`src/shared/bos_pkg.sv`:
```
// Purpose: Constants, register map and state type of the burst output sequencer
// Assumes: One output sample per detected rising edge of the sample clock
// Notes:   Sample counts are in output samples, not in system clock cycles
// Operation
// - After burst enable, 2^13 low-resolution samples come before any burst
// - Burst requests are ignored during that first low-resolution period
// - Ready flag rises when it ends; a rising request then starts a burst
// - Burst request is sampled on every rising edge of the sample clock
// - First high-resolution sample follows an accepted request by 1-2 DDR cycles
// - High-resolution flag marks exactly the 2^N burst samples, then falls
// - After a burst, N is re-read and 2^(N+3) low samples follow, requests ignored
// - In manual mode the ready flag rises again after the lockout
// - Auto mode starts each burst by itself after the low-resolution period
// - Auto mode ignores requests and pulses ready one cycle per burst start
// - Burst exponent N is held within 10 to 25
// - Full-speed low resolution keeps 7 MSBs at the full sample rate
// - Decimated low resolution keeps 11 MSBs, each kept sample shown four times
// - Decimated output keeps the high-resolution latency at the sample rate
// - First registered align edge resets logic and starts a 32-sample marker
// - After alignment the output is flagged invalid for 36 samples
// - Marker starts on the align sample itself, with the DDR output clock driven high
// - Align edge off the current marker phase restarts the counter there
// - Alignment on a falling-edge sample stretches the DDR clock half a cycle
// - Frame marker is presented on frameMarkerOut, beside the converted sample bus
// - N resets to ten; a change applies from the next low-resolution period
package bos_pkg;
	localparam int SAMPLE_W = 12;
	localparam int EXP_W    = 5;
	localparam int CNT_W    = 29;
	localparam int MARK_W   = 5;
	localparam int INV_W    = 6;
	localparam int RD_W     = 32;

	// Register byte offsets
	localparam logic [3:0] REG_CTRL = 4'h0;
	localparam logic [3:0] REG_EXP  = 4'h4;
	localparam logic [3:0] REG_STAT = 4'h8;

	// Control and status fields
	localparam int CTRL_BURST   = 0;
	localparam int CTRL_AUTO    = 1;
	localparam int CTRL_DEC     = 2;
	localparam int STAT_READY   = 0;
	localparam int STAT_HIGH    = 1;
	localparam int STAT_MARK    = 2;
	localparam int STAT_VALID   = 3;
	localparam int STAT_ALIGNED = 4;
	localparam int STAT_EXP_LSB = 8;

	// Synchroniser bit positions
	localparam int SYN_SCLK  = 0;
	localparam int SYN_TRIG  = 1;
	localparam int SYN_ALIGN = 2;
	localparam int SYN_DATA  = 3;

	localparam logic [EXP_W-1:0]    EXP_RESET   = 5'h0a;
	localparam logic [EXP_W-1:0]    EXP_MIN     = 5'h0a;
	localparam logic [EXP_W-1:0]    EXP_MAX     = 5'h19;
	localparam logic [EXP_W-1:0]    EXP_INIT    = 5'h0d;
	localparam logic [EXP_W-1:0]    EXP_LOW_ADD = 5'h03;
	localparam logic [CNT_W-1:0]    CNT_ONE     = 29'h0000001;
	localparam logic                WAIT_LAST   = 1'h1;
	localparam logic [MARK_W-1:0]   MARK_LAST   = 5'h1f;
	localparam logic [INV_W-1:0]    INV_LOAD    = 6'h24;
	localparam logic [SAMPLE_W-1:0] LOW_FULL_MASK = 12'hfe0;
	localparam logic [SAMPLE_W-1:0] LOW_DEC_MASK  = 12'hffe;
	localparam logic [1:0]          DEC_FIRST   = 2'h0;

	typedef enum logic [2:0] {
		ST_IDLE,
		ST_INIT,
		ST_READY,
		ST_TWAIT,
		ST_HIGH,
		ST_LOCK
	} bos_state_t;
endpackage

```
`src/shared/bos_link_if.sv`:
```
// Purpose: Link between the sequencer and its alignment unit
// Assumes: All signals on the system clock
// Notes:   sampleTick is a one-cycle pulse per sample
interface bos_link_if;
	logic sampleTick;
	logic alignLevel;
	logic alignReset;
	logic ddrClk;
	logic frameMarker;
	logic dataValid;
	logic aligned;

	modport seq (output sampleTick, output alignLevel, input alignReset,
		input ddrClk, input frameMarker, input dataValid, input aligned);
	modport aln (input sampleTick, input alignLevel, output alignReset,
		output ddrClk, output frameMarker, output dataValid, output aligned);
endinterface

```
`src/logic/bos_align.sv`:
```
// Purpose: Alignment unit: frame marker counter, DDR clock and invalid window
// Assumes: alignLevel is already synchronised; sampleTick marks each sample
// Notes:   A periodic align pulse at the running phase changes nothing
module bos_align (
	input logic clk,
	input logic resetn,
	bos_link_if.aln link
);
	import bos_pkg::*;

	logic              alignPrev_r;
	logic              started_r;
	logic              ddrClk_r;
	logic              marker_r;
	logic              alignReset_r;
	logic [MARK_W-1:0] phase_r;
	logic [INV_W-1:0]  invalid_r;
	logic              alignEdge;
	logic              realign;

	// Edge registered at a sample; off-phase or first edge realigns
	assign alignEdge = link.sampleTick & link.alignLevel & ~alignPrev_r;
	assign realign   = alignEdge & (~started_r | (phase_r != MARK_LAST));

	// Align edge history, sampled per sample
	always_ff @(posedge clk or negedge resetn) begin
		if (!resetn) begin
			alignPrev_r <= 1'b0;
		end else if (link.sampleTick) begin
			alignPrev_r <= link.alignLevel;
		end
	end

	// Marker phase, DDR clock and invalid window
	always_ff @(posedge clk or negedge resetn) begin
		if (!resetn) begin
			started_r    <= 1'b0;
			ddrClk_r     <= 1'b0;
			marker_r     <= 1'b0;
			alignReset_r <= 1'b0;
			phase_r      <= '0;
			invalid_r    <= '0;
		end else begin
			alignReset_r <= realign;
			if (realign) begin
				started_r <= 1'b1;
				phase_r   <= '0;
				ddrClk_r  <= 1'b1;
				marker_r  <= 1'b1;
				invalid_r <= INV_LOAD;
			end else if (link.sampleTick) begin
				phase_r  <= phase_r + 5'h01;
				ddrClk_r <= ~ddrClk_r;
				marker_r <= started_r & (phase_r == MARK_LAST);
				if (invalid_r != '0) begin
					invalid_r <= invalid_r - 6'h01;
				end
			end
		end
	end

	assign link.alignReset  = alignReset_r;
	assign link.ddrClk      = ddrClk_r;
	assign link.frameMarker = marker_r;
	assign link.dataValid   = (invalid_r == '0);
	assign link.aligned     = started_r;

	AST_MARK_WRAP: assert property (@(posedge clk) disable iff (!resetn)
		(link.sampleTick && started_r && phase_r == MARK_LAST && !alignEdge)
		|=> (marker_r && phase_r == '0))
		else $error("marker did not wrap after 32 samples");
	AST_INVALID: assert property (@(posedge clk) disable iff (!resetn)
		realign |=> (invalid_r == INV_LOAD && !link.dataValid))
		else $error("invalid window not loaded with 36");
	AST_STRETCH: assert property (@(posedge clk) disable iff (!resetn)
		(realign && ddrClk_r) |=> (ddrClk_r && marker_r))
		else $error("DDR clock not stretched at alignment");
	AST_REALIGN: assert property (@(posedge clk) disable iff (!resetn)
		(alignEdge && started_r && phase_r != MARK_LAST) |=> alignReset_r)
		else $error("off-phase align edge ignored");
endmodule

```
`src/logic/bos_sequencer.sv`:
```
// Purpose: Burst output sequencer with Avalon-MM control registers
// Assumes: Sample clock is slower than a quarter of clk; bus driven on clk
// Notes:   Low, burst and lockout lengths are counted in output samples
module bos_sequencer #(
	parameter logic [4:0] INIT_LOW_EXP = bos_pkg::EXP_INIT
) (
	input  logic                         clk,
	input  logic                         resetn,
	input  logic [3:0]                   avsAddress,
	input  logic                         avsRead,
	input  logic                         avsWrite,
	input  logic [bos_pkg::RD_W-1:0]     avsWritedata,
	input  logic [3:0]                   avsByteenable,
	output logic [bos_pkg::RD_W-1:0]     avsReaddata,
	output logic                         avsWaitrequest,
	input  logic                         sampleClockIn,
	input  logic                         burstRequestIn,
	input  logic                         alignPulseIn,
	input  logic [bos_pkg::SAMPLE_W-1:0] adcSampleIn,
	output logic [bos_pkg::SAMPLE_W-1:0] convertedSampleBus,
	output logic                         triggerReadyFlag,
	output logic                         highResFlag,
	output logic                         frameMarkerOut,
	output logic                         outputDdrClock,
	output logic                         dataValid
);
	import bos_pkg::*;

	localparam int SYN_W = SAMPLE_W + SYN_DATA;

	bos_link_if link ();

	logic [SYN_W-1:0]    synA_r;
	logic [SYN_W-1:0]    synB_r;
	logic                sclkPrev_r;
	logic                trigPrev_r;
	logic                sampleTick;
	logic                trigEdge;
	logic [SAMPLE_W-1:0] adcNow;

	// Two-flop synchronisers for all inputs from the sample domain
	always_ff @(posedge clk or negedge resetn) begin
		if (!resetn) begin
			synA_r <= '0;
			synB_r <= '0;
		end else begin
			synA_r <= {adcSampleIn, alignPulseIn, burstRequestIn, sampleClockIn};
			synB_r <= synA_r;
		end
	end

	// Sample clock edge finder and request history
	always_ff @(posedge clk or negedge resetn) begin
		if (!resetn) begin
			sclkPrev_r <= 1'b0;
			trigPrev_r <= 1'b0;
		end else begin
			sclkPrev_r <= synB_r[SYN_SCLK];
			if (sampleTick) begin
				trigPrev_r <= synB_r[SYN_TRIG];
			end
		end
	end

	assign sampleTick      = synB_r[SYN_SCLK] & ~sclkPrev_r;
	assign trigEdge        = sampleTick & synB_r[SYN_TRIG] & ~trigPrev_r;
	assign adcNow          = synB_r[SYN_W-1:SYN_DATA];
	assign link.sampleTick = sampleTick;
	assign link.alignLevel = synB_r[SYN_ALIGN];

	bos_align u_align (
		.clk    (clk),
		.resetn (resetn),
		.link   (link)
	);

	// Register bus
	logic                ackR_r;
	logic [RD_W-1:0]     readdata_r;
	logic [RD_W-1:0]     rdMux;
	logic                burstEn_r;
	logic                autoTrig_r;
	logic                decLow_r;
	logic [EXP_W-1:0]    expReg_r;
	logic [EXP_W-1:0]    expIn;
	logic [EXP_W-1:0]    expUsed_r;
	logic                readyOut_r;
	logic                highOut_r;
	logic                wrTake;

	// One wait cycle on every access
	assign avsWaitrequest = (avsRead | avsWrite) & ~ackR_r;
	assign wrTake         = avsWrite & ackR_r & avsByteenable[0];
	assign expIn          = avsWritedata[EXP_W-1:0];
	assign avsReaddata    = readdata_r;

	always_ff @(posedge clk or negedge resetn) begin
		if (!resetn) begin
			ackR_r <= 1'b0;
		end else begin
			ackR_r <= (avsRead | avsWrite) & ~ackR_r;
		end
	end

	// Control writes; exponent clamped into its legal range
	always_ff @(posedge clk or negedge resetn) begin
		if (!resetn) begin
			burstEn_r  <= 1'b0;
			autoTrig_r <= 1'b0;
			decLow_r   <= 1'b0;
			expReg_r   <= EXP_RESET;
		end else if (wrTake) begin
			if (avsAddress == REG_CTRL) begin
				burstEn_r  <= avsWritedata[CTRL_BURST];
				autoTrig_r <= avsWritedata[CTRL_AUTO];
				decLow_r   <= avsWritedata[CTRL_DEC];
			end
			if (avsAddress == REG_EXP) begin
				if (expIn < EXP_MIN) begin
					expReg_r <= EXP_MIN;
				end else if (expIn > EXP_MAX) begin
					expReg_r <= EXP_MAX;
				end else begin
					expReg_r <= expIn;
				end
			end
		end
	end

	// Read multiplexer; unmapped offsets read zero
	always_comb begin
		rdMux = '0;
		case (avsAddress)
			REG_CTRL: begin
				rdMux[CTRL_BURST] = burstEn_r;
				rdMux[CTRL_AUTO]  = autoTrig_r;
				rdMux[CTRL_DEC]   = decLow_r;
			end
			REG_EXP: begin
				rdMux[EXP_W-1:0] = expReg_r;
			end
			REG_STAT: begin
				rdMux[STAT_READY]   = readyOut_r;
				rdMux[STAT_HIGH]    = highOut_r;
				rdMux[STAT_MARK]    = link.frameMarker;
				rdMux[STAT_VALID]   = link.dataValid;
				rdMux[STAT_ALIGNED] = link.aligned;
				rdMux[STAT_EXP_LSB +: EXP_W] = expUsed_r;
			end
			default: begin
				rdMux = '0;
			end
		endcase
	end

	// Read data captured in the wait cycle
	always_ff @(posedge clk or negedge resetn) begin
		if (!resetn) begin
			readdata_r <= '0;
		end else if (avsRead && !ackR_r) begin
			readdata_r <= rdMux;
		end
	end

	// Burst sequence
	bos_state_t       state_r;
	logic [CNT_W-1:0] cnt_r;
	logic [CNT_W-1:0] curLimit;
	logic             waitCnt_r;
	logic             autoPulse_r;
	logic             cntDone;
	logic             lowState;

	// Last count of the current period
	always_comb begin
		curLimit = '0;
		case (state_r)
			ST_INIT: curLimit = (CNT_ONE << INIT_LOW_EXP) - CNT_ONE;
			ST_HIGH: curLimit = (CNT_ONE << expUsed_r) - CNT_ONE;
			ST_LOCK: curLimit = (CNT_ONE << EXP_W'(expUsed_r + EXP_LOW_ADD)) - CNT_ONE;
			default: curLimit = '0;
		endcase
	end

	assign cntDone  = (cnt_r == curLimit);
	assign lowState = (state_r != ST_HIGH) && (state_r != ST_IDLE);

	always_ff @(posedge clk or negedge resetn) begin
		if (!resetn) begin
			state_r     <= ST_IDLE;
			cnt_r       <= '0;
			waitCnt_r   <= 1'b0;
			autoPulse_r <= 1'b0;
			expUsed_r   <= EXP_RESET;
		end else begin
			autoPulse_r <= 1'b0;
			if (!burstEn_r) begin
				state_r <= ST_IDLE;
				cnt_r   <= '0;
			end else if (link.alignReset || state_r == ST_IDLE) begin
				state_r   <= ST_INIT;
				cnt_r     <= '0;
				expUsed_r <= expReg_r;
			end else if (state_r == ST_READY && autoTrig_r) begin
				state_r     <= ST_HIGH;
				autoPulse_r <= 1'b1;
			end else if (sampleTick) begin
				case (state_r)
					ST_INIT, ST_LOCK: begin
						if (cntDone) begin
							cnt_r <= '0;
							if (autoTrig_r) begin
								state_r     <= ST_HIGH;
								autoPulse_r <= 1'b1;
							end else begin
								state_r <= ST_READY;
							end
						end else begin
							cnt_r <= cnt_r + CNT_ONE;
						end
					end
					ST_READY: begin
						if (trigEdge) begin
							state_r   <= ST_TWAIT;
							waitCnt_r <= 1'b0;
						end
					end
					ST_TWAIT: begin
						if (waitCnt_r == WAIT_LAST) begin
							state_r <= ST_HIGH;
						end else begin
							waitCnt_r <= waitCnt_r + 1'b1;
						end
					end
					ST_HIGH: begin
						if (cntDone) begin
							cnt_r     <= '0;
							state_r   <= ST_LOCK;
							expUsed_r <= expReg_r;
						end else begin
							cnt_r <= cnt_r + CNT_ONE;
						end
					end
					default: begin
						state_r <= ST_IDLE;
					end
				endcase
			end
		end
	end

	// Ready flag: level in manual mode, one-cycle pulse in auto mode
	always_ff @(posedge clk or negedge resetn) begin
		if (!resetn) begin
			readyOut_r <= 1'b0;
		end else begin
			readyOut_r <= (state_r == ST_READY && !autoTrig_r) | autoPulse_r;
		end
	end

	// Output data path, one update per sample
	logic [SAMPLE_W-1:0] dataOut_r;
	logic [SAMPLE_W-1:0] decHold_r;
	logic [1:0]          decPhase_r;

	always_ff @(posedge clk or negedge resetn) begin
		if (!resetn) begin
			dataOut_r  <= '0;
			decHold_r  <= '0;
			decPhase_r <= DEC_FIRST;
			highOut_r  <= 1'b0;
		end else if (link.alignReset) begin
			decPhase_r <= DEC_FIRST;
		end else if (sampleTick) begin
			decPhase_r <= decPhase_r + 2'h1;
			highOut_r  <= (state_r == ST_HIGH);
			if (!lowState) begin
				dataOut_r <= adcNow;
			end else if (decLow_r) begin
				if (decPhase_r == DEC_FIRST) begin
					dataOut_r <= adcNow & LOW_DEC_MASK;
					decHold_r <= adcNow & LOW_DEC_MASK;
				end else begin
					dataOut_r <= decHold_r;
				end
			end else begin
				dataOut_r <= adcNow & LOW_FULL_MASK;
			end
		end
	end

	assign convertedSampleBus = dataOut_r;
	assign highResFlag        = highOut_r;
	assign triggerReadyFlag   = readyOut_r;
	assign frameMarkerOut     = link.frameMarker;
	assign outputDdrClock     = link.ddrClk;
	assign dataValid          = link.dataValid;

	// Helper: length of the last flagged burst
	logic [CNT_W-1:0] hrCnt_r;
	logic [EXP_W-1:0] hrExp_r;
	always_ff @(posedge clk or negedge resetn) begin
		if (!resetn) begin
			hrCnt_r <= '0;
			hrExp_r <= EXP_RESET;
		end else if (sampleTick) begin
			hrCnt_r <= highOut_r ? hrCnt_r + CNT_ONE : '0;
			if (!highOut_r) begin
				hrExp_r <= expUsed_r;
			end
		end
	end

	AST_INIT_IGNORE: assert property (@(posedge clk) disable iff (!resetn)
		(state_r == ST_INIT && trigEdge && burstEn_r && !link.alignReset)
		|=> (state_r == ST_INIT || state_r == ST_READY || state_r == ST_HIGH))
		else $error("request acted on during initial low period");
	AST_INIT_DONE: assert property (@(posedge clk) disable iff (!resetn)
		(state_r == ST_INIT && sampleTick && cntDone && burstEn_r
		&& !link.alignReset && !autoTrig_r) |=> (state_r == ST_READY) ##1 readyOut_r)
		else $error("ready not raised after initial low period");
	AST_TRIG_TAKEN: assert property (@(posedge clk) disable iff (!resetn)
		(state_r == ST_READY && !autoTrig_r && trigEdge && burstEn_r && !link.alignReset)
		|=> (state_r == ST_TWAIT))
		else $error("rising request not accepted");
	AST_TRIG_DELAY: assert property (@(posedge clk) disable iff (!resetn)
		(state_r == ST_READY && !autoTrig_r && trigEdge && burstEn_r && !link.alignReset)
		|-> !highOut_r [*2] ##[1:40] highOut_r)
		else $error("burst did not start within two DDR cycles");
	AST_HIGH_RES_FLAG_LEN: assert property (@(posedge clk) disable iff (!resetn)
		($fell(highOut_r) && state_r == ST_LOCK) |-> (hrCnt_r == (CNT_ONE << hrExp_r)))
		else $error("high-resolution flag length is not 2^N");
	AST_LOCK_START: assert property (@(posedge clk) disable iff (!resetn)
		(state_r == ST_HIGH && sampleTick && cntDone && burstEn_r && !link.alignReset)
		|=> (state_r == ST_LOCK && cnt_r == '0 && expUsed_r == $past(expReg_r)))
		else $error("lockout did not follow burst with re-read N");
	AST_READY_AGAIN: assert property (@(posedge clk) disable iff (!resetn)
		(state_r == ST_LOCK && sampleTick && cntDone && burstEn_r
		&& !link.alignReset && !autoTrig_r) |=> ##1 readyOut_r)
		else $error("ready not raised after lockout");
	AST_AUTO_START: assert property (@(posedge clk) disable iff (!resetn)
		((state_r == ST_INIT || state_r == ST_LOCK) && sampleTick && cntDone && autoTrig_r
		&& burstEn_r && !link.alignReset) |=> (state_r == ST_HIGH))
		else $error("auto mode did not start burst");
	AST_AUTO_PULSE: assert property (@(posedge clk) disable iff (!resetn)
		(autoTrig_r && $rose(readyOut_r)) |=> !readyOut_r)
		else $error("auto ready pulse longer than one cycle");
	AST_EXP_RANGE: assert property (@(posedge clk) disable iff (!resetn)
		(expReg_r >= EXP_MIN && expReg_r <= EXP_MAX && expUsed_r >= EXP_MIN))
		else $error("burst exponent out of range");
	AST_LOW_FULL: assert property (@(posedge clk) disable iff (!resetn)
		(sampleTick && lowState && !decLow_r && !link.alignReset)
		|=> ((dataOut_r & ~LOW_FULL_MASK) == '0))
		else $error("full-speed low sample carries more than 7 bits");
	AST_DEC_HOLD: assert property (@(posedge clk) disable iff (!resetn)
		(sampleTick && lowState && decLow_r && decPhase_r != DEC_FIRST && !link.alignReset)
		|=> (dataOut_r == $past(decHold_r) && (dataOut_r & ~LOW_DEC_MASK) == '0))
		else $error("decimated sample not repeated");
endmodule

```
`config.mk`:
```
export PLATFORM = sky130hd
export DESIGN_NAME = bos_sequencer
export DESIGN_NICKNAME = d
export VERILOG_FILES = /design/src/shared/bos_pkg.sv /design/src/shared/bos_link_if.sv /design/src/logic/bos_align.sv /design/src/logic/bos_sequencer.sv
export SDC_FILE = /design/constraint.sdc
export NUM_CORES = 1
export LEC_CHECK = 0
export BUFFER_PORTS_ARGS = -buffer_cell sky130_fd_sc_hd__buf_2
export CAP_MARGIN = 20
export CELL_PAD_IN_SITES_DETAIL_PLACEMENT = 1
export CELL_PAD_IN_SITES_GLOBAL_PLACEMENT = 2
export CORE_MARGIN = 1.5
export CORE_UTILIZATION = 38
export DETAILED_ROUTE_END_ITERATION = 8
export PLACE_DENSITY_LB_ADDON = 0.1
export REMOVE_ABC_BUFFERS = 1
export SYNTH_ARGS = -nofsm -noshare
export SYNTH_HDL_FRONTEND = slang
export SYNTH_SLANG_ARGS = --single-unit
```
`constraint.sdc`:
```
create_clock -name clk -period 13.1 [get_ports clk]
set_input_delay 0.655 -clock clk [delete_from_list [all_inputs] [get_ports clk]]
set_output_delay 0.655 -clock clk [all_outputs]
set_load 0.02 [all_outputs]
```
==> metrics.txt, run 1 <==
final setup fails 0; cell area after synthesis 8070 sq um; Data required, critical path 13,410 ps; status completed; CP startpoint kind register; # Post-CTS Setup Buffers 0; Yosys top cell by area dfrtp_1; M1 GR Usage 0.298; leakage power about 3.9 nW; period utilisation layout 0.491; Post-Route WL 24,900 um; Max Cap Violations 0; unrepaired setup endpoints after global routing false; Synth area leaders dfrtp_1 40%, nand2_1 4.6%, nor2_1 3.6%; die width 149 um; Hold WC Path Type input port to async pin; post-route minimum period 6430 ps; Synth Area per Inst 8.89 sq um; Root Buffer clkbuf_16; layout cells sized above 1 0.156; die extent in y about 150 um; Final Wtd Congestion 0.876; vias in the first global route 7,436; f_max roughly 0.16 GHz; setup_tns 0 ps; Worst-Margin Slew 1070 ps; NumNets Final a little under 1,000; Synth Flop Type dfrtp_1; cts bufs inserted 17; Synth cell types 83; crit path DAT 6740 ps; largest net degree at the start of global routing slightly above 70; CTS tree done; Placed Cells between 1,000 and 1,500; Final Skew 13.5 ps; 1st-iter DRT viols about 380; Most Crowded Layer GR met2; Mapped Cells roughly 900; Ports roughly 110; Die ar. around 22,000 sq um; post_cts resized 0; n_diodes 0; area grow syn2layout 11.9%; Buffers on Ports 56; synth warn 0; reg2reg start state_r[2]; maximum clock path buffer count 2; grt ovf 0; Synth top area share 0.403; ANT nets after route 0; commonest non-fill, non-tap cells in the layout 130 x dfrtp_1, 99 x nand2_1, 76 x nor2_1, 55 x buf_2, 45 x o21ai_0; Initial Util 0.385; asr flop ratio synth 1.00; EDFF count, synth 0; CP Class register to register; CORE AREA around 21,000 sq um; Worst Setup End Kind register; initial antenna violation count 0; CTS clock-pin slew for the worst setup and hold paths approximately 70 ps; clk sinks about 130; drt drc 0; VDD IR-drop max 0.0814 mV; CP Max Fanout 27; wire length per cell just over 20 um; GRT Total Usage 0.234; detailed placer's ending HPWL approximately 17,000 um; First-pass DRT Iterations 5; Final Hold Viols 0; Rows between 50 and 60; CTS H-tree lvls 4; Final Max Slew Viols 0; sequential element share of the synthesized area 0.416; Finished Layout Cells 1,213; commonest non-fill, non-tap cell in the layout dfrtp_1; Critical Path Source state_r[2]; met3 usage 0.0352; Pwr Density 165 nW/um^2; Skew-Pair Late Insertion Delay about 430 ps; DR vias/cell between 5 and 6; grt met2 use 0.397; first-pass GRT wire length roughly 40,000 um; # hold bufs at CTS 0; #FFs+latches synth 134; via count 7,136; max_slew headroom 0.283
[critical path: stages, from the launching register on]
cell	delay, ps
dfrtp_1	820
nand3b_1	590
o21ai_0	470
nand2_1	430
nand2_1	200
ha_1	420
buf_4	290
and4_1	230
o21ai_1	130
and2_1	230
o32a_1	360
o22a_1	210
nor3_1	670
a211o_2	590
nor2_1	280
a221o_1	380
[registers in the layout (all words and copies together), names as in the netlist, 2 cells and up]
signal / count
avsReaddata: 10
state_r: 3
synA_r: 15
u_align.invalid_r: 6
decHold_r: 12
convertedSampleBus: 12
decPhase_r: 2
cnt_r: 29
expUsed_r: 5
expReg_r: 5
u_align.phase_r: 5
synB_r: 15
[metal layers]
| metal | vias to the layer above | part of all wire |
|---|---|---|
| met5 | - | 0 |
| met4 | 0 | 0.027 |
| met3 | 42 | 0.031 |
| met2 | 158 | 0.50 |
| met1 | 3613 | 0.44 |
| li1 | 3323 | - |
[cells by family after synthesis]
group / Yosys count / synth area share
and+or+nand+nor: 361 / 0.227
xor gates and xnor gates: 21 / 0.0237
DFF: 134 / 0.416
AOI/OAI and AO/OA: 232 / 0.201
muxes: 38 / 0.0521
adders and majority gates: 9 / 0.0136
buffers and inverters: 112 / 0.0669
other: 1 / 0.000464
[metrics by stage]
step                hold WS (ps)  area [sq um]  total power, mW  setup slack, ps  utilization
CTS                          260          9010             1.51             6700        0.430
detailed placement           336          8410             1.01             6710        0.401
global placement             332          8400            0.995             6790        0.401
floorplan                    331          7690            0.833             7940            -
global route                 280          9030             1.58             6170        0.431
finish                       229          9030             1.49             6670        0.431
[final cells by class]
type / instances / area (sq um)
fillers: 2452 / 11900
multi-input cells: 683 / 4260
flip-flops and latches: 134 / 3360
clock buffers: 17 / 425
repair buffers: 69 / 392
well taps: 275 / 344
clock inverters: 15 / 178
inverters: 20 / 75.1
[power by group]
group | total (mW) | internal, mW | switching (mW)
combinational | 0.497 | 0.168 | 0.329
clock | 0.488 | 0.273 | 0.215
sequential | 0.508 | 0.457 | 0.0505
[synthesized netlist by cell type (9+ instances only)]
cell,n
dfrtp_1,130
nand2_1,99
nor2_1,77
clkbuf_1,50
o21ai_0,45
nand3_1,39
a21oi_1,32
a31oi_1,28
buf_4,26
nor3_1,24
inv_1,19
mux2_2,19
mux2i_1,17
and3_1,16
nand2b_1,14
nand4_1,14
a22oi_1,13
xnor2_1,13
and2_1,12
nor2b_1,12
o211ai_1,12
buf_2,11
nor3b_1,9
[path summary, 6_finish.rpt]
path,end,slack [ps],cells past startpoint
min,avsReaddata[11],230,1
max reg2reg,cnt_r[26],6670,15
min reg2reg,synB_r[5],350,0
max,cnt_r[26],6670,15
min in group clk,synA_r[11],320,1
max in group asynchronous,u_align.phase_r[1],11560,2
No activity file was read; power rests on OpenSTA's default activity.
==> run 2: changes to the inputs <==
--- a/config.mk
+++ b/config.mk
@@ -5,12 +5,13 @@
 export SDC_FILE = /design/constraint.sdc
 export NUM_CORES = 1
 export LEC_CHECK = 0
+export ABC_AREA = 1
 export BUFFER_PORTS_ARGS = -buffer_cell sky130_fd_sc_hd__buf_2
 export CAP_MARGIN = 20
 export CELL_PAD_IN_SITES_DETAIL_PLACEMENT = 1
 export CELL_PAD_IN_SITES_GLOBAL_PLACEMENT = 2
 export CORE_MARGIN = 1.5
-export CORE_UTILIZATION = 38
+export CORE_UTILIZATION = 34
 export DETAILED_ROUTE_END_ITERATION = 8
 export PLACE_DENSITY_LB_ADDON = 0.1
 export REMOVE_ABC_BUFFERS = 1
==> constraint.sdc (replaced) <==
create_clock -name clk -period 6.1 [get_ports clk]
set_input_delay 0.305 -clock clk [delete_from_list [all_inputs] [get_ports clk]]
set_output_delay 0.305 -clock clk [all_outputs]
set_load 0.02 [all_outputs]
==> run 2 against run 1 <==
Against the previous run: global-route usage fell by 3.7 points; setup slack worse by 4900 ps; clock power up 130%; cell count rose by 13%; first-iteration DRC count decreased by 34%; wire length decreased by 12%; sequential cell count unchanged; utilization down 3.2 points; combinational power increased to 2.9 times the previous value; critical path type unchanged; via count shrank 4.8%; largest cell class unchanged.
==> metrics.txt, run 2 <==
Initial Util 0.344; leakage power roughly 4.2 nW; die width between 150 and 200 um; Final Skew around 18 ps; Skew-Pair Late Insertion Delay 430 ps; wire length per cell 16.1 um; die extent in y approximately 150 um; Synth area leaders dfrtp_1 42%, nand2_1 12%, inv_1 5.6%; setup_tns 0 ps; vias in the first global route between 7,000 and 8,000; Synth cell types 55; n_diodes 0; Commonest cells post-synth 253 x nand2_1, 130 x dfrtp_1, 115 x inv_1; Tot Pwr about 3.7 mW; f_max approximately 0.23 GHz; ANT nets after route 0; most numerous cell on the critical path nand2_1; drt drc 0; detailed placer's ending HPWL about 16,000 um; GRT Total Usage 0.196; #FFs+latches synth 134; largest net degree at the start of global routing between 70 and 80; # hold bufs at CTS 16; clk sinks between 100 and 150; NumNets Final between 1,000 and 1,500; fill cell count around 2,800; maximum clock path buffer count 2; area grow syn2layout 16.1%; Buffers on Ports 56; CTS clock-pin slew for the worst setup and hold paths 70 ps; cts bufs inserted 17; Mapped Cells between 900 and 1,000; synth warn 0; Die ar. 23,700 sq um; Max Cap Violations 0; CTS tree done; Slowest-stage cell, CP nor2_1; grt ovf 0; final setup fails 0; Final Wtd Congestion around 0.85; via count 6,793; Data required, critical path about 6400 ps; Yosys top cell by area dfrtp_1; CP cell instances inv_1 -> ha_1 -> nand4_1 -> nand2_1 -> nand2_1 -> nor2_1 -> nand3_1 -> ha_1 -> nand3_4 -> nor2_4 -> nand2_1 -> nand2_1 -> nand3_1 -> xor2_1 -> nand3_1 -> nor2_2 -> nand2_4 -> nand2_8 -> o22ai_1; largest reg by FF count cnt_r; CP peak stage delay between 500 and 600 ps; first-pass GRT wire length approximately 37,000 um; Post-Route WL approximately 22,000 um; Synth Flop Type dfrtp_1; initial antenna violation count 0; asr flop ratio synth 1.00; max_slew headroom 0.354; CP Class register to register; most common cell in the synthesized netlist nand2_1; unrepaired setup endpoints after global routing false; post-route minimum period ~4300 ps; commonest non-fill, non-tap cells in the layout 252 x nand2_1, 130 x dfrtp_1, 115 x inv_1, 104 x nor2_1, 86 x nand3_1; period utilisation layout 0.707; DR vias/cell 4.97; status completed; Pwr Density 410 nW/um^2; layout cells sized above 1 0.142; CTS H-tree lvls 4; max reg flops 29; EDFF count, synth 0; commonest non-fill, non-tap cell in the layout nand2_1; 1st-iter DRT viols about 250; # Post-CTS Setup Buffers 0; CP Max Fanout 28; post_cts resized 0; CORE AREA ~23,000 sq um; crit path DAT about 4600 ps; Final Max Slew Viols 0; cell area after synthesis approximately 7700 sq um; sequential element share of the synthesized area 0.434; Worst-Margin Slew a little under 1000 ps; VDD IR-drop max ~0.20 mV; CP startpoint kind register; Final Hold Viols 0; Ports approximately 110; Hold WC Path Type input port to register; Synth Area per Inst 7.77 sq um; Rows 55; Root Buffer clkbuf_16; top flop regs cnt_r (29), synA_r (15), synB_r (15); First-pass DRT Iterations 4; Synth top area share 0.420; Worst Setup End Kind register
==> run 2: final timing paths <==
path,from,to,slack [ps],depth (start not counted)
setup / recovery,expUsed_r[1],cnt_r[26],1790,19
hold / removal,avsWritedata[4],expReg_r[3],80,2
setup reg to reg,expUsed_r[1],cnt_r[26],1790,19
hold reg to reg,synA_r[5],synB_r[5],340,0
max in group asynchronous,resetn,u_align.invalid_r[5],4270,3
min in group asynchronous,resetn,convertedSampleBus[2],440,2
==> run 2: area by class of cell <==
class,instances,area [sq um],share of cell area
multi-input cells,718,3700,0.412
clock inverters,15,204,0.0227
well taps,285,357,0.0397
clock buffers,17,425,0.0474
inverters,121,457,0.0509
repair buffers,76,477,0.0531
flip-flops and latches,134,3360,0.374
==> run 2: kinds of logic (layout without fill, tap and decap cells) <==
logic type,count (synthesis),in the layout,share of synthesized area
and+or+nand+nor,514,514,0.296
buffers and inverters,165,229,0.0980
AOI/OAI and AO/OA,151,151,0.132
DFF,134,134,0.434
xor gates and xnor gates,23,23,0.0260
adders and majority gates,8,8,0.0129
other,1,22,0.000485
==> run 2: report_power, final <==
| part | leakage (nW) | internal (mW) | switching (mW) | total [mW] |
|---|---|---|---|---|
| registers | 1.71 | 1.01 | 0.0987 | 1.11 |
| logic | 2.17 | 0.412 | 1.05 | 1.46 |
| clock network | 0.308 | 0.630 | 0.481 | 1.11 |
| total | 4.19 | 2.05 | 1.63 | 3.68 |
==> run 2: worst max-delay path, delay by kind of cell (launching register included) <==
family | cells | cell delay [ps]
compound gates | 1 | 110
xor+xnor | 1 | 240
fa+ha+maj | 2 | 680
buf+inv | 1 | 70
flops | 1 | 550
simple gates | 14 | 2450
==> run 2: per-stage QoR <==
stage / cell area [sq um] / utilization / setup slack (ps) / cells / hold WS (ps)
after floorplan: 7510 / - / 2650 / 973 / 9.41
after global placement: 8190 / 0.364 / 1910 / 1318 / 332
after detailed placement: 8190 / 0.364 / 1850 / 1318 / 336
after CTS: 8980 / 0.399 / 1830 / 1366 / 64.3
after global routing: 8980 / 0.399 / 1390 / 1366 / 63.3
final: 8980 / 0.399 / 1790 / 1366 / 76.3
==> run 2: metal layers <==
metal / vias to the layer above / GRT usage / wire length (um)
met4: 0 / 0.0485 / 192
met1: 3324 / 0.256 / 10600
li1: 3380 / - / -
met2: 78 / 0.341 / 10700
met5: - / 0 / 0
met3: 11 / 0.0304 / 434
